File: config.mk
export PLATFORM = sky130hd
export DESIGN_NAME = pcps_top
export DESIGN_NICKNAME = d
export VERILOG_FILES = /design/src/pcps_pkg.sv /design/src/pcps_sync.sv /design/src/pcps_packer.sv /design/src/pcps_top.sv
export SDC_FILE = /design/constraint.sdc
export NUM_CORES = 1
export LEC_CHECK = 0
export ABC_CLOCK_PERIOD_IN_PS = 5800
export BUFFER_PORTS_ARGS = -buffer_cell sky130_fd_sc_hd__buf_2
export CORE_MARGIN = 2
export CORE_UTILIZATION = 35
export DETAILED_ROUTE_END_ITERATION = 7
export GPL_TIMING_DRIVEN = 0
export HOLD_SLACK_MARGIN = 0.12
export PLACE_DENSITY = 0.66
export SYNTH_ARGS = -nofsm -noshare
export SYNTH_HDL_FRONTEND = slang
export SYNTH_SLANG_ARGS = --single-unit
File: constraint.sdc
create_clock -name ref_clk_in -period 5.8 [get_ports ref_clk_in]
set_clock_uncertainty 0.1 [all_clocks]
set_input_delay 1.16 -clock ref_clk_in [delete_from_list [all_inputs] [get_ports ref_clk_in]]
set_output_delay 1.16 -clock ref_clk_in [all_outputs]
set_load 0.01 [all_outputs]
File: src/pcps_pkg.sv
// Shared constants for the parallel capture port and its status logic.
// Assumes a 32-bit APB slave port; register byte address is four times its index.
package pcps_pkg;

   // ==========================================================
   // Register indices and byte addresses
   localparam logic [15:0] PULLUP_IDX = 16'h247d;
   localparam logic [15:0] STATUS_IDX = 16'h24b8;
   localparam logic [15:0] PORT_CTL_IDX = 16'h24b0;
   localparam logic [15:0] CAP_CTL_IDX = 16'h24b1;
   localparam logic [15:0] PULLUP_ADDR = 16'(PULLUP_IDX * 4);
   localparam logic [15:0] STATUS_ADDR = 16'(STATUS_IDX * 4);
   localparam logic [15:0] PORT_CTL_ADDR = 16'(PORT_CTL_IDX * 4);
   localparam logic [15:0] CAP_CTL_ADDR = 16'(CAP_CTL_IDX * 4);

   // ==========================================================
   // Capture control fields
   localparam int MASK_MSB = 19;
   localparam int PORT_SEL_BIT = 26;
   localparam int PACK_LSB = 27;
   localparam int EDGE_BIT = 29;
   localparam int FLUSH_BIT = 30;
   localparam int CAP_EN_BIT = 31;

   // ==========================================================
   // Input port control fields
   localparam int DMA_EN_BIT = 5;
   localparam int OVF_CLR_BIT = 6;

   // ==========================================================
   // Status fields
   localparam int MISC_MSB = 11;
   localparam int ACTIVE_LSB = 17;
   localparam int OVF_BIT = 25;
   localparam int FILL_LSB = 28;

   // ==========================================================
   // Reset values and widths
   localparam logic [19:0] PULLUP_RST = 20'hfffff;
   localparam logic [19:0] MASK_RST = 20'h00000;
   localparam int NUM_CHAN = 8;
   localparam int SYNC_W = 49;

   // ==========================================================
   // Packing modes
   typedef enum logic [1:0] {
      PCPS_PACK_8 = 2'b00,
      PCPS_PACK_11_11_10 = 2'b01,
      PCPS_PACK_16 = 2'b10,
      PCPS_PACK_20 = 2'b11
   } pcps_pack_e;

   localparam logic [19:0] PIECE_MASK_8 = 20'h000ff;
   localparam logic [19:0] PIECE_MASK_10 = 20'h003ff;
   localparam logic [19:0] PIECE_MASK_11 = 20'h007ff;
   localparam logic [19:0] PIECE_MASK_16 = 20'h0ffff;
   localparam logic [19:0] PIECE_MASK_20 = 20'hfffff;

endpackage

File: src/pcps_sync.sv
// Two-stage synchroniser for a group of asynchronous levels.
// Assumes inputs change slowly relative to ref_clk_in.
`timescale 1ns/1ps
module pcps_sync #(
   parameter int W = 1
) (
   // Clock and reset
   input wire logic ref_clk_in,
   input wire logic rst_in,
   // Levels
   input wire logic [W-1:0] d_in,
   output logic [W-1:0] q_out
);

   logic [W-1:0] meta_reg;

   // ==========================================================
   // First stage feeds only the second
   always_ff @(posedge ref_clk_in) begin
      if (rst_in) begin
         meta_reg <= '0;
         q_out <= '0;
      end else begin
         meta_reg <= d_in;
         q_out <= meta_reg;
      end
   end

endmodule

File: src/pcps_packer.sv
// Packing unit: gathers parallel samples into 32-bit words.
// Assumes one-cycle sample strobes; flush drops any partial word.
`timescale 1ns/1ps
module pcps_packer (
   // Clock and reset
   input wire logic ref_clk_in,
   input wire logic rst_in,
   // Control
   input wire logic flush_in,
   input wire logic [1:0] mode_in,
   // Samples
   input wire logic sample_valid_in,
   input wire logic [19:0] sample_in,
   // Packed words
   output logic [31:0] word_out,
   output logic word_valid_out
);

   logic [31:0] acc_reg;
   logic [1:0] slot_reg;
   logic [1:0] last_slot;
   logic [4:0] shift;
   logic [19:0] piece_mask;
   logic [31:0] piece;

   // ==========================================================
   // Slot geometry per mode
   always_comb begin
      last_slot = 2'h0;
      shift = 5'h00;
      piece_mask = pcps_pkg::PIECE_MASK_20;
      case (pcps_pkg::pcps_pack_e'(mode_in))
         pcps_pkg::PCPS_PACK_8: begin
            last_slot = 2'h3;
            shift = {slot_reg, 3'h0};
            piece_mask = pcps_pkg::PIECE_MASK_8;
         end
         pcps_pkg::PCPS_PACK_11_11_10: begin
            last_slot = 2'h2;
            shift = (slot_reg == 2'h2) ? 5'h16 : ((slot_reg == 2'h1) ? 5'h0b : 5'h00);
            piece_mask = (slot_reg == 2'h2) ? pcps_pkg::PIECE_MASK_10 : pcps_pkg::PIECE_MASK_11;
         end
         pcps_pkg::PCPS_PACK_16: begin
            last_slot = 2'h1;
            shift = {slot_reg[0], 4'h0};
            piece_mask = pcps_pkg::PIECE_MASK_16;
         end
         default: begin
            last_slot = 2'h0;
            shift = 5'h00;
            piece_mask = pcps_pkg::PIECE_MASK_20;
         end
      endcase
      piece = {12'h000, sample_in & piece_mask} << shift;
   end

   // ==========================================================
   // Accumulate; flush zeros the partial word
   always_ff @(posedge ref_clk_in) begin
      if (rst_in || flush_in) begin
         acc_reg <= 32'h00000000;
         slot_reg <= 2'h0;
         word_valid_out <= 1'b0;
      end else begin
         word_valid_out <= 1'b0;
         if (sample_valid_in) begin
            if (slot_reg >= last_slot) begin
               word_valid_out <= 1'b1;
               acc_reg <= 32'h00000000;
               slot_reg <= 2'h0;
            end else begin
               acc_reg <= acc_reg | piece;
               slot_reg <= slot_reg + 2'h1;
            end
         end
      end
   end

   always_ff @(posedge ref_clk_in) begin
      if (rst_in) begin
         word_out <= 32'h00000000;
      end else if (sample_valid_in && slot_reg >= last_slot && !flush_in) begin
         word_out <= acc_reg | piece;
      end
   end

endmodule

File: src/pcps_top.sv
// Parallel capture port control, packing path, status and pull-up registers.
// Assumes an APB master on ref_clk_in; pins and capture clock are asynchronous;
// FIFO fill count, overflow and per-channel transfer-done come from logic on ref_clk_in.
//
// Local design decision: register access over APB.
`timescale 1ns/1ps

// Contract
// - Capture control bits 19..0 hold one pass mask per parallel input pin.
// - A pin whose mask is zero contributes a zero bit to the sample.
// - Bit 26 selects upper 16 bits from address/data pins or audio pins 20..5.
// - Low four sample bits always come from audio pins 4..1.
// - Bits 28..27 choose packing: 8, 11/11/10, 16 or 20 bits into 32.
// - Bit 29 high latches on falling capture clock edge, low on rising.
// - Writing one to bit 30 strobes the packer flush once; bit reads zero.
// - The flush strobe zeros any partially packed word.
// - Bit 31 enables the selected pins as the parallel input channel.
// - While capture is enabled, channel 0 may not run as serial input.
// - Status bits 24..17 show per-channel transfer activity.
// - A channel's activity bit clears when its last transfer completes.
// - Setting the global transfer enable sets every channel's activity bit.
// - Status bit 25 is a sticky overflow flag.
// - Writing one to the write-only overflow clear bit clears the flag.
// - Status bits 31..28 show the FIFO sample count.
// - Status bits 11..0 show the live misc input states.
// - The status register is read-only; writes do not change it.
// - Pull-up register bits 19..0 enable each audio pin pull-up.
// - The pull-up register resets to all twenty bits set.
module pcps_top (
   // Clock and reset
   input wire logic ref_clk_in,
   input wire logic rst_in,
   // APB slave
   input wire logic psel_in,
   input wire logic penable_in,
   input wire logic pwrite_in,
   input wire logic [15:0] paddr_in,
   input wire logic [31:0] pwdata_in,
   output logic [31:0] prdata_out,
   output logic pready_out,
   output logic pslverr_out,
   // Parallel source pins
   input wire logic [19:0] audio_pins_in,
   input wire logic [15:0] ad_pins_in,
   input wire logic capture_clock_in,
   input wire logic [11:0] misc_input_state_in,
   // FIFO and transfer engine side
   input wire logic [3:0] queue_fill_count_in,
   input wire logic queue_overflow_in,
   input wire logic [7:0] channel_done_in,
   // Outputs to the FIFO, channel 0 and the pads
   output logic [31:0] packed_word_out,
   output logic packed_valid_out,
   output logic packer_flush_out,
   output logic channel0_serial_allow_out,
   output logic global_transfer_enable_out,
   output logic [19:0] pin_pullup_control_out
);

   // ==========================================================
   // Register state
   logic [19:0] pin_pullup_control_reg;
   logic [19:0] pin_capture_mask_reg;
   logic upper_pin_source_select_reg;
   logic [1:0] word_packing_mode_reg;
   logic capture_edge_select_reg;
   logic parallel_capture_enable_reg;
   logic packer_flush_reg;
   logic global_transfer_enable_reg;
   logic [7:0] channel_transfer_active_reg;
   logic queue_overflow_flag_reg;
   logic [31:0] prdata_reg;

   // ==========================================================
   // Bus decode
   logic setup_phase;
   logic access_phase;
   logic wr_en;
   logic hit_pullup;
   logic hit_status;
   logic hit_port_ctl;
   logic hit_cap_ctl;
   logic addr_hit;
   logic [31:0] rd_data;

   assign setup_phase = psel_in && !penable_in;
   assign access_phase = psel_in && penable_in;
   assign hit_pullup = (paddr_in == pcps_pkg::PULLUP_ADDR);
   assign hit_status = (paddr_in == pcps_pkg::STATUS_ADDR);
   assign hit_port_ctl = (paddr_in == pcps_pkg::PORT_CTL_ADDR);
   assign hit_cap_ctl = (paddr_in == pcps_pkg::CAP_CTL_ADDR);
   assign addr_hit = hit_pullup || hit_status || hit_port_ctl || hit_cap_ctl;
   assign wr_en = access_phase && pwrite_in;

   // Zero wait states; unmapped addresses answer with an error
   assign pready_out = access_phase;
   assign pslverr_out = access_phase && !addr_hit;
   assign prdata_out = prdata_reg;

   // ==========================================================
   // Pin synchronisers
   logic [pcps_pkg::SYNC_W-1:0] sync_d;
   logic [pcps_pkg::SYNC_W-1:0] sync_q;
   logic [19:0] audio_s;
   logic [15:0] ad_s;
   logic cap_clk_s;
   logic cap_clk_prev_reg;
   logic [11:0] misc_s;

   assign sync_d = {misc_input_state_in, capture_clock_in, ad_pins_in, audio_pins_in};
   assign audio_s = sync_q[19:0];
   assign ad_s = sync_q[35:20];
   assign cap_clk_s = sync_q[36];
   assign misc_s = sync_q[48:37];

   pcps_sync #(
      .W(pcps_pkg::SYNC_W)
   ) u_sync (
      .ref_clk_in(ref_clk_in),
      .rst_in(rst_in),
      .d_in(sync_d),
      .q_out(sync_q)
   );

   // ==========================================================
   // Capture edge detection and sampling
   logic cap_rise;
   logic cap_fall;
   logic cap_edge;
   logic [19:0] raw_sample;
   logic [19:0] masked_sample;
   logic [19:0] sample_reg;
   logic sample_valid_reg;

   always_ff @(posedge ref_clk_in) begin
      if (rst_in) begin
         cap_clk_prev_reg <= 1'b0;
      end else begin
         cap_clk_prev_reg <= cap_clk_s;
      end
   end

   assign cap_rise = cap_clk_s && !cap_clk_prev_reg;
   assign cap_fall = !cap_clk_s && cap_clk_prev_reg;
   assign cap_edge = capture_edge_select_reg ? cap_fall : cap_rise;

   // Upper source selection; low nibble is never multiplexed
   assign raw_sample[19:4] = upper_pin_source_select_reg ? ad_s : audio_s[19:4];
   assign raw_sample[3:0] = audio_s[3:0];
   assign masked_sample = raw_sample & pin_capture_mask_reg;

   always_ff @(posedge ref_clk_in) begin
      if (rst_in || packer_flush_reg) begin
         sample_reg <= 20'h00000;
         sample_valid_reg <= 1'b0;
      end else begin
         sample_valid_reg <= 1'b0;
         if (parallel_capture_enable_reg && cap_edge) begin
            sample_reg <= masked_sample;
            sample_valid_reg <= 1'b1;
         end
      end
   end

   // ==========================================================
   // Packing unit
   pcps_packer u_packer (
      .ref_clk_in(ref_clk_in),
      .rst_in(rst_in),
      .flush_in(packer_flush_reg),
      .mode_in(word_packing_mode_reg),
      .sample_valid_in(sample_valid_reg),
      .sample_in(sample_reg),
      .word_out(packed_word_out),
      .word_valid_out(packed_valid_out)
   );

   // ==========================================================
   // Capture control register
   always_ff @(posedge ref_clk_in) begin
      if (rst_in) begin
         pin_capture_mask_reg <= pcps_pkg::MASK_RST;
         upper_pin_source_select_reg <= 1'b0;
         word_packing_mode_reg <= 2'h0;
         capture_edge_select_reg <= 1'b0;
         parallel_capture_enable_reg <= 1'b0;
      end else if (wr_en && hit_cap_ctl) begin
         pin_capture_mask_reg <= pwdata_in[pcps_pkg::MASK_MSB:0];
         upper_pin_source_select_reg <= pwdata_in[pcps_pkg::PORT_SEL_BIT];
         word_packing_mode_reg <= pwdata_in[pcps_pkg::PACK_LSB+1:pcps_pkg::PACK_LSB];
         capture_edge_select_reg <= pwdata_in[pcps_pkg::EDGE_BIT];
         parallel_capture_enable_reg <= pwdata_in[pcps_pkg::CAP_EN_BIT];
      end
   end

   // Flush bit is a one-cycle strobe, never stored
   always_ff @(posedge ref_clk_in) begin
      if (rst_in) begin
         packer_flush_reg <= 1'b0;
      end else begin
         packer_flush_reg <= wr_en && hit_cap_ctl && pwdata_in[pcps_pkg::FLUSH_BIT];
      end
   end

   assign packer_flush_out = packer_flush_reg;
   assign channel0_serial_allow_out = !parallel_capture_enable_reg;

   // ==========================================================
   // Input port control: transfer enable and overflow clear
   logic ovf_clear;

   always_ff @(posedge ref_clk_in) begin
      if (rst_in) begin
         global_transfer_enable_reg <= 1'b0;
      end else if (wr_en && hit_port_ctl) begin
         global_transfer_enable_reg <= pwdata_in[pcps_pkg::DMA_EN_BIT];
      end
   end

   assign global_transfer_enable_out = global_transfer_enable_reg;
   assign ovf_clear = wr_en && hit_port_ctl && pwdata_in[pcps_pkg::OVF_CLR_BIT];

   // ==========================================================
   // Channel activity; setting the enable wins over a done pulse
   logic dma_set;

   assign dma_set = wr_en && hit_port_ctl && pwdata_in[pcps_pkg::DMA_EN_BIT]
                    && !global_transfer_enable_reg;

   always_ff @(posedge ref_clk_in) begin
      if (rst_in) begin
         channel_transfer_active_reg <= 8'h00;
      end else if (dma_set) begin
         channel_transfer_active_reg <= 8'hff;
      end else begin
         channel_transfer_active_reg <= channel_transfer_active_reg & ~channel_done_in;
      end
   end

   // ==========================================================
   // Sticky overflow; a new overflow wins over the clear
   always_ff @(posedge ref_clk_in) begin
      if (rst_in) begin
         queue_overflow_flag_reg <= 1'b0;
      end else if (queue_overflow_in) begin
         queue_overflow_flag_reg <= 1'b1;
      end else if (ovf_clear) begin
         queue_overflow_flag_reg <= 1'b0;
      end
   end

   // ==========================================================
   // Pull-up register
   always_ff @(posedge ref_clk_in) begin
      if (rst_in) begin
         pin_pullup_control_reg <= pcps_pkg::PULLUP_RST;
      end else if (wr_en && hit_pullup) begin
         pin_pullup_control_reg <= pwdata_in[19:0];
      end
   end

   assign pin_pullup_control_out = pin_pullup_control_reg;

   // ==========================================================
   // Read mux; reserved and write-only bits read zero
   always_comb begin
      rd_data = 32'h00000000;
      if (hit_cap_ctl) begin
         rd_data[pcps_pkg::MASK_MSB:0] = pin_capture_mask_reg;
         rd_data[pcps_pkg::PORT_SEL_BIT] = upper_pin_source_select_reg;
         rd_data[pcps_pkg::PACK_LSB+1:pcps_pkg::PACK_LSB] = word_packing_mode_reg;
         rd_data[pcps_pkg::EDGE_BIT] = capture_edge_select_reg;
         rd_data[pcps_pkg::CAP_EN_BIT] = parallel_capture_enable_reg;
      end else if (hit_status) begin
         rd_data[pcps_pkg::MISC_MSB:0] = misc_s;
         rd_data[pcps_pkg::ACTIVE_LSB+7:pcps_pkg::ACTIVE_LSB] = channel_transfer_active_reg;
         rd_data[pcps_pkg::OVF_BIT] = queue_overflow_flag_reg;
         rd_data[pcps_pkg::FILL_LSB+3:pcps_pkg::FILL_LSB] = queue_fill_count_in;
      end else if (hit_port_ctl) begin
         rd_data[pcps_pkg::DMA_EN_BIT] = global_transfer_enable_reg;
      end else if (hit_pullup) begin
         rd_data[19:0] = pin_pullup_control_reg;
      end
   end

   // Read data is captured in the setup cycle and stands through the access
   always_ff @(posedge ref_clk_in) begin
      if (rst_in) begin
         prdata_reg <= 32'h00000000;
      end else if (setup_phase && !pwrite_in) begin
         prdata_reg <= rd_data;
      end
   end
endmodule

==> results of run 1 <==
-- through the flow --
stage               total power, mW  area [um2]  worst slack [ns]  hold slack [ns]
detailed placement             2.15       12300              1.64            0.323
CTS                            3.96       13300              1.63            0.337
global route                   4.05       13300              1.53            0.352
global placement               2.15       12300              1.63            0.321
finish                         3.94       13300              1.63            0.335
floorplan                      2.06       10900              2.13            0.314
-- area by class of cell --
| cell class | count | area, um2 | area share (%) |
|---|---|---|---|
| diodes | 1 | 2.50 | 0.0188 |
| plain buffers | 94 | 420 | 3.17 |
| clock buffers | 40 | 805 | 6.06 |
| clock inverters | 8 | 138 | 1.04 |
| inverters | 10 | 37.5 | 0.283 |
| multi-input cells | 833 | 4890 | 36.8 |
| flip-flops and latches | 275 | 5510 | 41.5 |
| well taps | 396 | 495 | 3.73 |
| repair buffers | 197 | 986 | 7.42 |
-- routing by layer --
metal  share of wire, %  routed length, um  global-route usage, %  vias to the layer above
li1                   -                  -                      -                     4651
met1                 46              15600                   28.4                     4478
met2                 45              15400                   33.6                      344
met3                6.4               2180                   3.01                       57
met4                2.2                750                   5.16                        0
met5                  0                  0                      0                        -
-- placed cells by master (no fill, tap or decap), drive strengths merged, types with 3 or more instances in the layout --
cell type	instances
a2111oi	3
a211oi	38
a21o	6
a21oi	94
a221oi	9
a22oi	18
a311oi	8
a31o	4
a31oi	8
and2	6
and3	4
buf	226
bufinv	3
clkbuf	105
clkinvlp	3
dfxtp	275
ha	4
inv	11
mux2	24
mux2i	7
nand2	157
nand2b	15
nand3	37
nand3b	29
nor2	116
nor2b	103
nor3	42
nor3b	5
nor4	4
o211a	3
o211ai	3
o21a	10
o21ai	27
o22ai	6
o31a	3
or3	3
-- worst paths after layout --
check | slack, ns | startpoint | endpoint
max | 1.63 | paddr_in[13] | pslverr_out
min | 0.34 | u_sync.meta_reg[8] | u_sync.q_out[8]
max reg2reg | 2.46 | word_packing_mode_reg[1] | u_packer.word_out[25]
min reg2reg | 0.34 | u_sync.meta_reg[8] | u_sync.q_out[8]
-- cells by family after synthesis --
group	after synthesis	synth area share, %
compound gates	262	16.7
xor+xnor	1	0.0807
fa+ha+maj	4	0.461
buf+inv	104	4.22
flops	275	50.7
mux	31	3.14
simple gates	535	24.7
-- worst reg2reg max path: stages (launching register included) --
cell and delay, ns:
dfxtp_1 0.35, buf_2 0.24, buf_2 0.30, buf_1 0.52
clkbuf_1 0.15, ha_1 0.22, a21o_1 0.20, nand3b_1 0.33
clkbuf_1 0.46, nor2_1 0.09, a211oi_1 0.27
-- synth_stat cells (4+ instances only) --
library cell	n	share of area, %
a211oi_1	37	2.6
a21o_1	6	0.41
a21oi_1	90	4.1
a21oi_2	4	0.32
a221oi_1	8	0.65
a22oi_1	18	1.2
a311oi_1	7	0.56
a31o_2	4	0.32
a31oi_1	8	0.46
and2_1	5	0.29
and3_1	4	0.23
buf_2	18	0.83
buf_4	4	0.28
buf_6	4	0.41
clkbuf_1	65	2.2
dfxtp_1	275	51
ha_1	4	0.46
inv_1	10	0.35
mux2_2	24	2.5
mux2i_1	7	0.65
nand2_1	157	5.4
nand2b_1	15	0.86
nand3_1	36	1.7
nand3b_1	29	2.0
nor2_1	115	4.0
nor2b_1	103	5.9
nor3_1	42	1.9
nor3b_1	5	0.35
o21a_1	10	0.69
o21ai_0	25	1.2
o22ai_1	6	0.35
-- power breakdown --
group	total, mW	internal [mW]	switching [mW]
combinational	0.165	0.0704	0.0947
clock	1.83	1.10	0.734
sequential	1.94	1.93	0.0126
total	3.94	3.09	0.841
==> flow_metrics.tcl, run 1 <==
set metrics [dict create \
    place_congestion 0.896 \
    post_cts_resized 0 \
    cap_violations 0 \
    yosys_warnings 0 \
    cp_max_fo 10 \
    port_buffers 197 \
    rsz0062_at_grt "false" \
    drive_above_1_share_pct 21.6 \
    arrival_ns 2.91 \
    max_slew_margin_pct 45.2 \
    hold_violations 0 \
    clk_latency_ns 0.55 \
    htreeDepth 1 \
    die_y_um 180 \
    numCtsBuffers 27 \
    cp.buffers_inverters 3 \
    tns_ns 0 \
    hold_path.class "reg -> reg" \
    critPathRequiredTime_ns 4.54 \
    cp_common_cell "buf_2" \
    final.fill_count 3055 \
    place_hpwl_um 26300 \
    synth_area_um2 10900 \
    crit_slowest_cell "or4bb_1" \
    status "finished, final reports clean" \
    viasPerCell 5.14 \
    power_density_nw_per_um2 296 \
    totalWireLength_um 33900 \
    hold_path_depth 1 \
    synth-edff-count 0 \
    synth_cell_types 77 \
    dr.pass1.iters 5 \
    worstSetupStartpointType "input port" \
    path_class "in -> out" \
    setup_viol 0 \
    start_util_pct 35.5 \
    rows 64 \
    placed_cells 1805 \
    cts.clk_slew.worst_paths_ns 0.06 \
    fmax_mhz 240 \
    drc_errors 0 \
    synth_ff_type "dfxtp_1" \
    final_core_util_pct 43.4 \
    cts_sinks 275 \
    synth-async-reset-ratio_pct 0 \
    power_leakage_nw 5.19 \
    cts_tree "done" \
    grt_pass1_vias 9200 \
    syn_avg_cell_area_um2 8.96 \
    cp_cell_sequence "buf_2 > or4bb_1 > nor4_4 > buf_2 > nor3_1 > buf_2" \
    final_cells 1854 \
    core-area_um2 30600 \
    slowest_delay_ns 0.60 \
    critPathCaptureType "output pin" \
    clk_path_buf_depth 3 \
    ys_ff_latch 275 \
    reg2reg_depth 10 \
    post-route-min-period_ns 4.17 \
    syn-instance-count 1212 \
    antenna_found_initial 2 \
    ctsHoldBuffers 0 \
    grt_overflow 0 \
    peakVddDrop_uv 218 \
    worstSetupPathDepth 6 \
    ios 205 \
    cts_setup_buffers 0 \
    dr_total_vias 9530 \
    grt_max_degree 15 \
    worst_pin_slew_ns 0.822 \
    routedWlPerCell_um 18.3 \
    drt-initial-drc-count 786 \
    grt_usage_pct 20.5 \
    ant_nets 0 \
    cts_root_buf "clkbuf_16" \
    die_width_um 180 \
    grt_pass1_wl_um 53100 \
    fin_nets 1557 \
    dieArea_um2 32400 \
    syn-num-nets 1331 \
    maxSlewViolCount 0 \
    path_delay_family "simple AND/OR/NAND/NOR gates" \
    synthToLayoutAreaGrowth_pct 22.3 \
    fin_crit_sh_pct 71.8 \
    seq_area_frac_synth_pct 50.7 \
]
No activity file was read; power rests on OpenSTA's default activity.
==> inputs of run 2 (changes only) <==
--- a/config.mk
+++ b/config.mk
@@ -5,14 +5,14 @@
 export SDC_FILE = /design/constraint.sdc
 export NUM_CORES = 1
 export LEC_CHECK = 0
-export ABC_CLOCK_PERIOD_IN_PS = 5800
+export ABC_CLOCK_PERIOD_IN_PS = 3590
 export BUFFER_PORTS_ARGS = -buffer_cell sky130_fd_sc_hd__buf_2
 export CORE_MARGIN = 2
 export CORE_UTILIZATION = 35
 export DETAILED_ROUTE_END_ITERATION = 7
 export GPL_TIMING_DRIVEN = 0
 export HOLD_SLACK_MARGIN = 0.12
-export PLACE_DENSITY = 0.66
+export PLACE_DENSITY = 0.68
 export SYNTH_ARGS = -nofsm -noshare
 export SYNTH_HDL_FRONTEND = slang
 export SYNTH_SLANG_ARGS = --single-unit
==> constraint.sdc (replaced) <==
create_clock -name ref_clk_in -period 3.59 [get_ports ref_clk_in]
set_clock_uncertainty 0.1 [all_clocks]
set_input_delay 0.718 -clock ref_clk_in [delete_from_list [all_inputs] [get_ports ref_clk_in]]
set_output_delay 0.718 -clock ref_clk_in [all_outputs]
set_load 0.01 [all_outputs]
==> flow_metrics.tcl, run 2 (same netlist as run 1, synthesis figures left out) <==
set metrics [dict create \
    slowest_delay_ns 0.69 \
    post_cts_resized 0 \
    ctsHoldBuffers 0 \
    rsz0062_at_grt "false" \
    critPathCaptureType "register" \
    peakVddDrop_uv 357 \
    grt_pass1_vias 9230 \
    worstSetupPathDepth 11 \
    ant_nets 0 \
    die_width_um 180 \
    placed_cells 1805 \
    cp_max_fo 10 \
    synthToLayoutAreaGrowth_pct 22.1 \
    power_leakage_nw 5.18 \
    clk_latency_ns 0.55 \
    post-route-min-period_ns 3.42 \
    port_buffers 197 \
    ios 205 \
    start_util_pct 35.5 \
    hold_slack_ns 0.270 \
    hold_violations 0 \
    dieArea_um2 32400 \
    viasPerCell 5.15 \
    worst_pin_slew_ns 0.896 \
    cts_sinks 275 \
    numCtsBuffers 27 \
    dr_total_vias 9547 \
    switchingPower_mw 1.36 \
    tns_ns 0 \
    fin_crit_sh_pct 95.3 \
    drt-initial-drc-count 755 \
    worstSetupStartpointType "register" \
    cap_violations 0 \
    drive_above_1_share_pct 21.3 \
    grt_overflow 0 \
    final.fill_count 3057 \
    swShare_pct 21.5 \
    crit_slowest_cell "a211oi_1" \
    place_congestion 0.897 \
    combPwrFrac_pct 4.2 \
    critPathRequiredTime_ns 3.94 \
    die_y_um 180 \
    path_delay_family "compound AO/OA/AOI/OAI gates" \
    setup_viol 0 \
    cts_root_buf "clkbuf_16" \
    clkPwrFrac_pct 46.2 \
    internal_power_mw 4.96 \
    maxSlewViolCount 0 \
    r2r_slack_ns 0.17 \
    multi_input_area_um2 4890 \
    rows 64 \
    cts_tree "done" \
    layout_common_cells "275 x dfxtp_1, 215 x buf_2, 157 x nand2_1" \
    endpoint "u_packer.word_out[7]" \
    place_hpwl_um 26300 \
    power_density_nw_per_um2 477 \
    antenna_found_initial 1 \
    grt_pass1_wl_um 52700 \
    cp.buffers_inverters 4 \
    cts_setup_buffers 0 \
    final_cells 1854 \
    core-area_um2 30600 \
    r2r-end "u_packer.word_out[7]" \
    totalWireLength_um 34200 \
    fin_nets 1557 \
    max_slew_margin_pct 40.3 \
    htreeDepth 1 \
    status "finished, final reports clean" \
    fmax_mhz 292 \
    hold_path_depth 2 \
    drc_errors 0 \
    critPathLaunch "u_packer.slot_reg[0]" \
    cts.clk_slew.worst_paths_ns 0.06 \
    arrival_ns 3.77 \
    cp_cell_sequence "clkbuf_1 > inv_1 > ha_1 > buf_2 > nand2b_1 > clkbuf_1 > a21oi_1 > a211oi_1 > mux2_2 > a21oi_1 > a211oi_1" \
    final_common_cell "dfxtp_1" \
    reg2reg_depth 11 \
    grt_usage_pct 20.4 \
    hold_path.class "in -> reg" \
    path_class "reg -> reg" \
    regToRegStartpoint "u_packer.slot_reg[0]" \
    finalPower_mw 6.32 \
    p_seq_share_pct 49.6 \
    clk_path_buf_depth 3 \
    regArea_um2 5510 \
    grt_max_degree 15 \
    routedWlPerCell_um 18.4 \
    dr.pass1.iters 6 \
]
-- run 2: changes by cell type in the layout (fill, tap and decap cells not counted), sizes merged --
cell / previous run / this run
clkbuf: 105 / 106
clkinv: 1 / 3
clkinvlp: 3 / 0
-- run 2: routing by layer --
layer  up-vias  part of all wire, %  global-route usage (%)
li1       4639                    -                       -
met1      4461                   45                    28.0
met2       391                   45                    33.3
met3        56                  7.1                    3.50
met4         0                  2.3                    5.19
met5         -                    0                       0
-- run 2: worst register-to-register path: stages (launching register included) --
cell and delay (ns):
dfxtp_1 0.34, clkbuf_1 0.32, inv_1 0.15, ha_1 0.32
buf_2 0.19, nand2b_1 0.09, clkbuf_1 0.28, a21oi_1 0.15
a211oi_1 0.69, mux2_2 0.37, a21oi_1 0.09, a211oi_1 0.25
-- run 2: cell type report --
type                    count  share of cell area, %
repair buffers            197                   7.44
diodes                      1                 0.0189
multi-input cells         833                   36.9
clock inverters             7                  0.944
well taps                 396                   3.74
flip-flops and latches    275                   41.5
clock buffers              41                   5.95
plain buffers              94                   3.17
inverters                  10                  0.283
-- run 2: how the worst min path moves through the flow --
stage,start,endpoint
after floorplan,u_sync.meta_reg[0],u_sync.q_out[0]
after global placement,u_sync.meta_reg[48],u_sync.q_out[48]
after detailed placement,u_sync.meta_reg[3],u_sync.q_out[3]
after CTS,ad_pins_in[2],u_sync.meta_reg[22]
after global routing,ad_pins_in[2],u_sync.meta_reg[22]
final,audio_pins_in[4],u_sync.meta_reg[4]
-- run 2: power by group through the flow --
stage	Clock (mW)	Sequential, mW	Combinational, mW
finish	2.92	3.14	0.265
global route	3.08	3.14	0.291
CTS	2.96	3.14	0.265
detailed placement	0	3.20	0.264
global placement	0	3.20	0.262
floorplan	0	3.20	0.126
-- run 2: per-stage QoR --
step	util (%)	worst slack (ns)	cell area, um2
after global routing	43.3	0.0138	13300
after global placement	40.3	0.250	12300
final	43.3	0.168	13300
after CTS	43.3	0.276	13300
after floorplan	-	0.808	10900
after detailed placement	40.3	0.289	12300
==> inputs of run 3 (changes only) <==
--- a/config.mk
+++ b/config.mk
@@ -5,7 +5,7 @@
 export SDC_FILE = /design/constraint.sdc
 export NUM_CORES = 1
 export LEC_CHECK = 0
-export ABC_CLOCK_PERIOD_IN_PS = 3590
+export ABC_CLOCK_PERIOD_IN_PS = 3100
 export BUFFER_PORTS_ARGS = -buffer_cell sky130_fd_sc_hd__buf_2
 export CORE_MARGIN = 2
 export CORE_UTILIZATION = 35
==> constraint.sdc (replaced) <==
create_clock -name ref_clk_in -period 3.1 [get_ports ref_clk_in]
set_clock_uncertainty 0.1 [all_clocks]
set_input_delay 0.62 -clock ref_clk_in [delete_from_list [all_inputs] [get_ports ref_clk_in]]
set_output_delay 0.62 -clock ref_clk_in [all_outputs]
set_load 0.01 [all_outputs]
==> flow_metrics.tcl, run 3 (same netlist as run 1, synthesis figures left out) <==
set metrics [dict create \
    cp_common_cell "buf_2" \
    clk_latency_ns 0.55 \
    fmax_mhz 337 \
    htreeDepth 1 \
    grt_max_degree 15 \
    cp_max_fo 10 \
    ios 205 \
    place_hpwl_um 26300 \
    critPathCaptureType "output pin" \
    tns_ns 0 \
    path_class "in -> out" \
    hold_path_depth 2 \
    post-route-min-period_ns 2.97 \
    core-area_um2 30600 \
    multi_input_area_um2 4910 \
    cp.buffers_inverters 3 \
    hold_slack_ns 0.175 \
    finalInstanceArea_um2 13300 \
    clk_path_buf_depth 3 \
    cts_tree "done" \
    power_density_nw_per_um2 550 \
    critPathRequiredTime_ns 2.38 \
    grtUsageMet2_pct 33.2 \
    final.fill_count 3055 \
    place_congestion 0.897 \
    viasPerCell 5.20 \
    grt_usage_pct 20.4 \
    die_y_um 180 \
    antenna_found_initial 1 \
    setup_viol 0 \
    maxSlewViolCount 0 \
    worstSetupStartpointType "input port" \
    cts_sinks 275 \
    use_met3_pct 3.52 \
    pre_cts_ws_ns -0.183 \
    start_util_pct 35.5 \
    hold_path.class "in -> reg" \
    top_usage_layer "met2" \
    ant_nets 0 \
    regArea_um2 5510 \
    final_common_cell "dfxtp_1" \
    ctsHoldBuffers 0 \
    cts_root_buf "clkbuf_16" \
    dr.pass1.iters 5 \
    grt_pass1_vias 9238 \
    max_slew_margin_pct 39.4 \
    finalPower_mw 7.32 \
    placed_area_um2 12300 \
    power_leakage_nw 5.22 \
    cts.clk_slew.worst_paths_ns 0.06 \
    fin_nets 1559 \
    totalWireLength_um 34300 \
    path_delay_family "simple AND/OR/NAND/NOR gates" \
    rows 64 \
    routedWlPerCell_um 18.5 \
    cap_violations 0 \
    arrival_ns 2.25 \
    port_buffers 197 \
    crit_slowest_cell "or4bb_1" \
    worst_pin_slew_ns 0.908 \
    drt-initial-drc-count 744 \
    reg2reg_depth 10 \
    grt_pass1_wl_um 52800 \
    numCtsBuffers 27 \
    slowest_delay_ns 0.59 \
    layout_common_cells "274 x dfxtp_1, 216 x buf_2, 157 x nand2_1" \
    dr_total_vias 9653 \
    dieArea_um2 32400 \
    worstSetupPathDepth 6 \
    cp_cell_sequence "buf_2 > or4bb_1 > nor4_4 > buf_2 > nor3_1 > buf_2" \
    hold_violations 0 \
    die_width_um 180 \
    grt_overflow 0 \
    grt_use_met1_pct 28.1 \
    synthToLayoutAreaGrowth_pct 22.5 \
    drive_above_1_share_pct 22.3 \
    fin_crit_sh_pct 95.7 \
    drc_errors 0 \
    peakVddDrop_uv 408 \
    status "finished, final reports clean" \
    setup_ws_ns 0.132 \
]
[run 3: cell type report]
cell class	instances	area share, %
sequential	275	41.4
clock buffer	41	5.93
antenna	1	0.0188
timing repair buffer	200	7.58
buffer	93	3.19
multi-input combinational	833	36.9
clock inverter	7	0.941
tap	396	3.72
inverter	10	0.282
[run 3: path summary, 6_finish.rpt]
| path | start | to | slack (ns) |
|---|---|---|---|
| max | paddr_in[13] | pslverr_out | 0.13 |
| min | audio_pins_in[4] | u_sync.meta_reg[4] | 0.17 |
| max reg2reg | u_packer.slot_reg[0] | u_packer.word_out[29] | 0.13 |
| min reg2reg | u_sync.meta_reg[45] | u_sync.q_out[45] | 0.33 |
[run 3: per-stage QoR]
| stage | util (%) | instances |
|---|---|---|
| 6_report | 43.5 | 1856 |
| 5_1_grt | 43.5 | 1856 |
| 4_1_cts | 43.4 | 1853 |
| 3_5_place_dp | 40.3 | 1805 |
| 3_3_place_gp | 40.3 | 1805 |
| 2_1_floorplan | - | 1212 |
[run 3: power by group]
group	total, mW	internal, mW	leakage (nW)	switching (mW)
logic	0.308	0.132	2.53	0.176
clock network	3.38	2.00	0.449	1.38
registers	3.63	3.61	2.24	0.0238
total	7.32	5.74	5.22	1.58
[run 3: repair_timing]
action | CTS | global route
pin swaps | 1 | 0
setup buffers | 1 | 2
endpoints found under the setup margin | 36 | 37
resized for setup | 4 | 12
[run 3: layer usage]
metal / up-vias / part of all wire [%] / routed length (um)
li1: 4650 / - / -
met1: 4527 / 45 / 15500
met2: 417 / 45 / 15500
met3: 59 / 7.1 / 2430
met4: 0 / 2.4 / 826
met5: - / 0 / 0
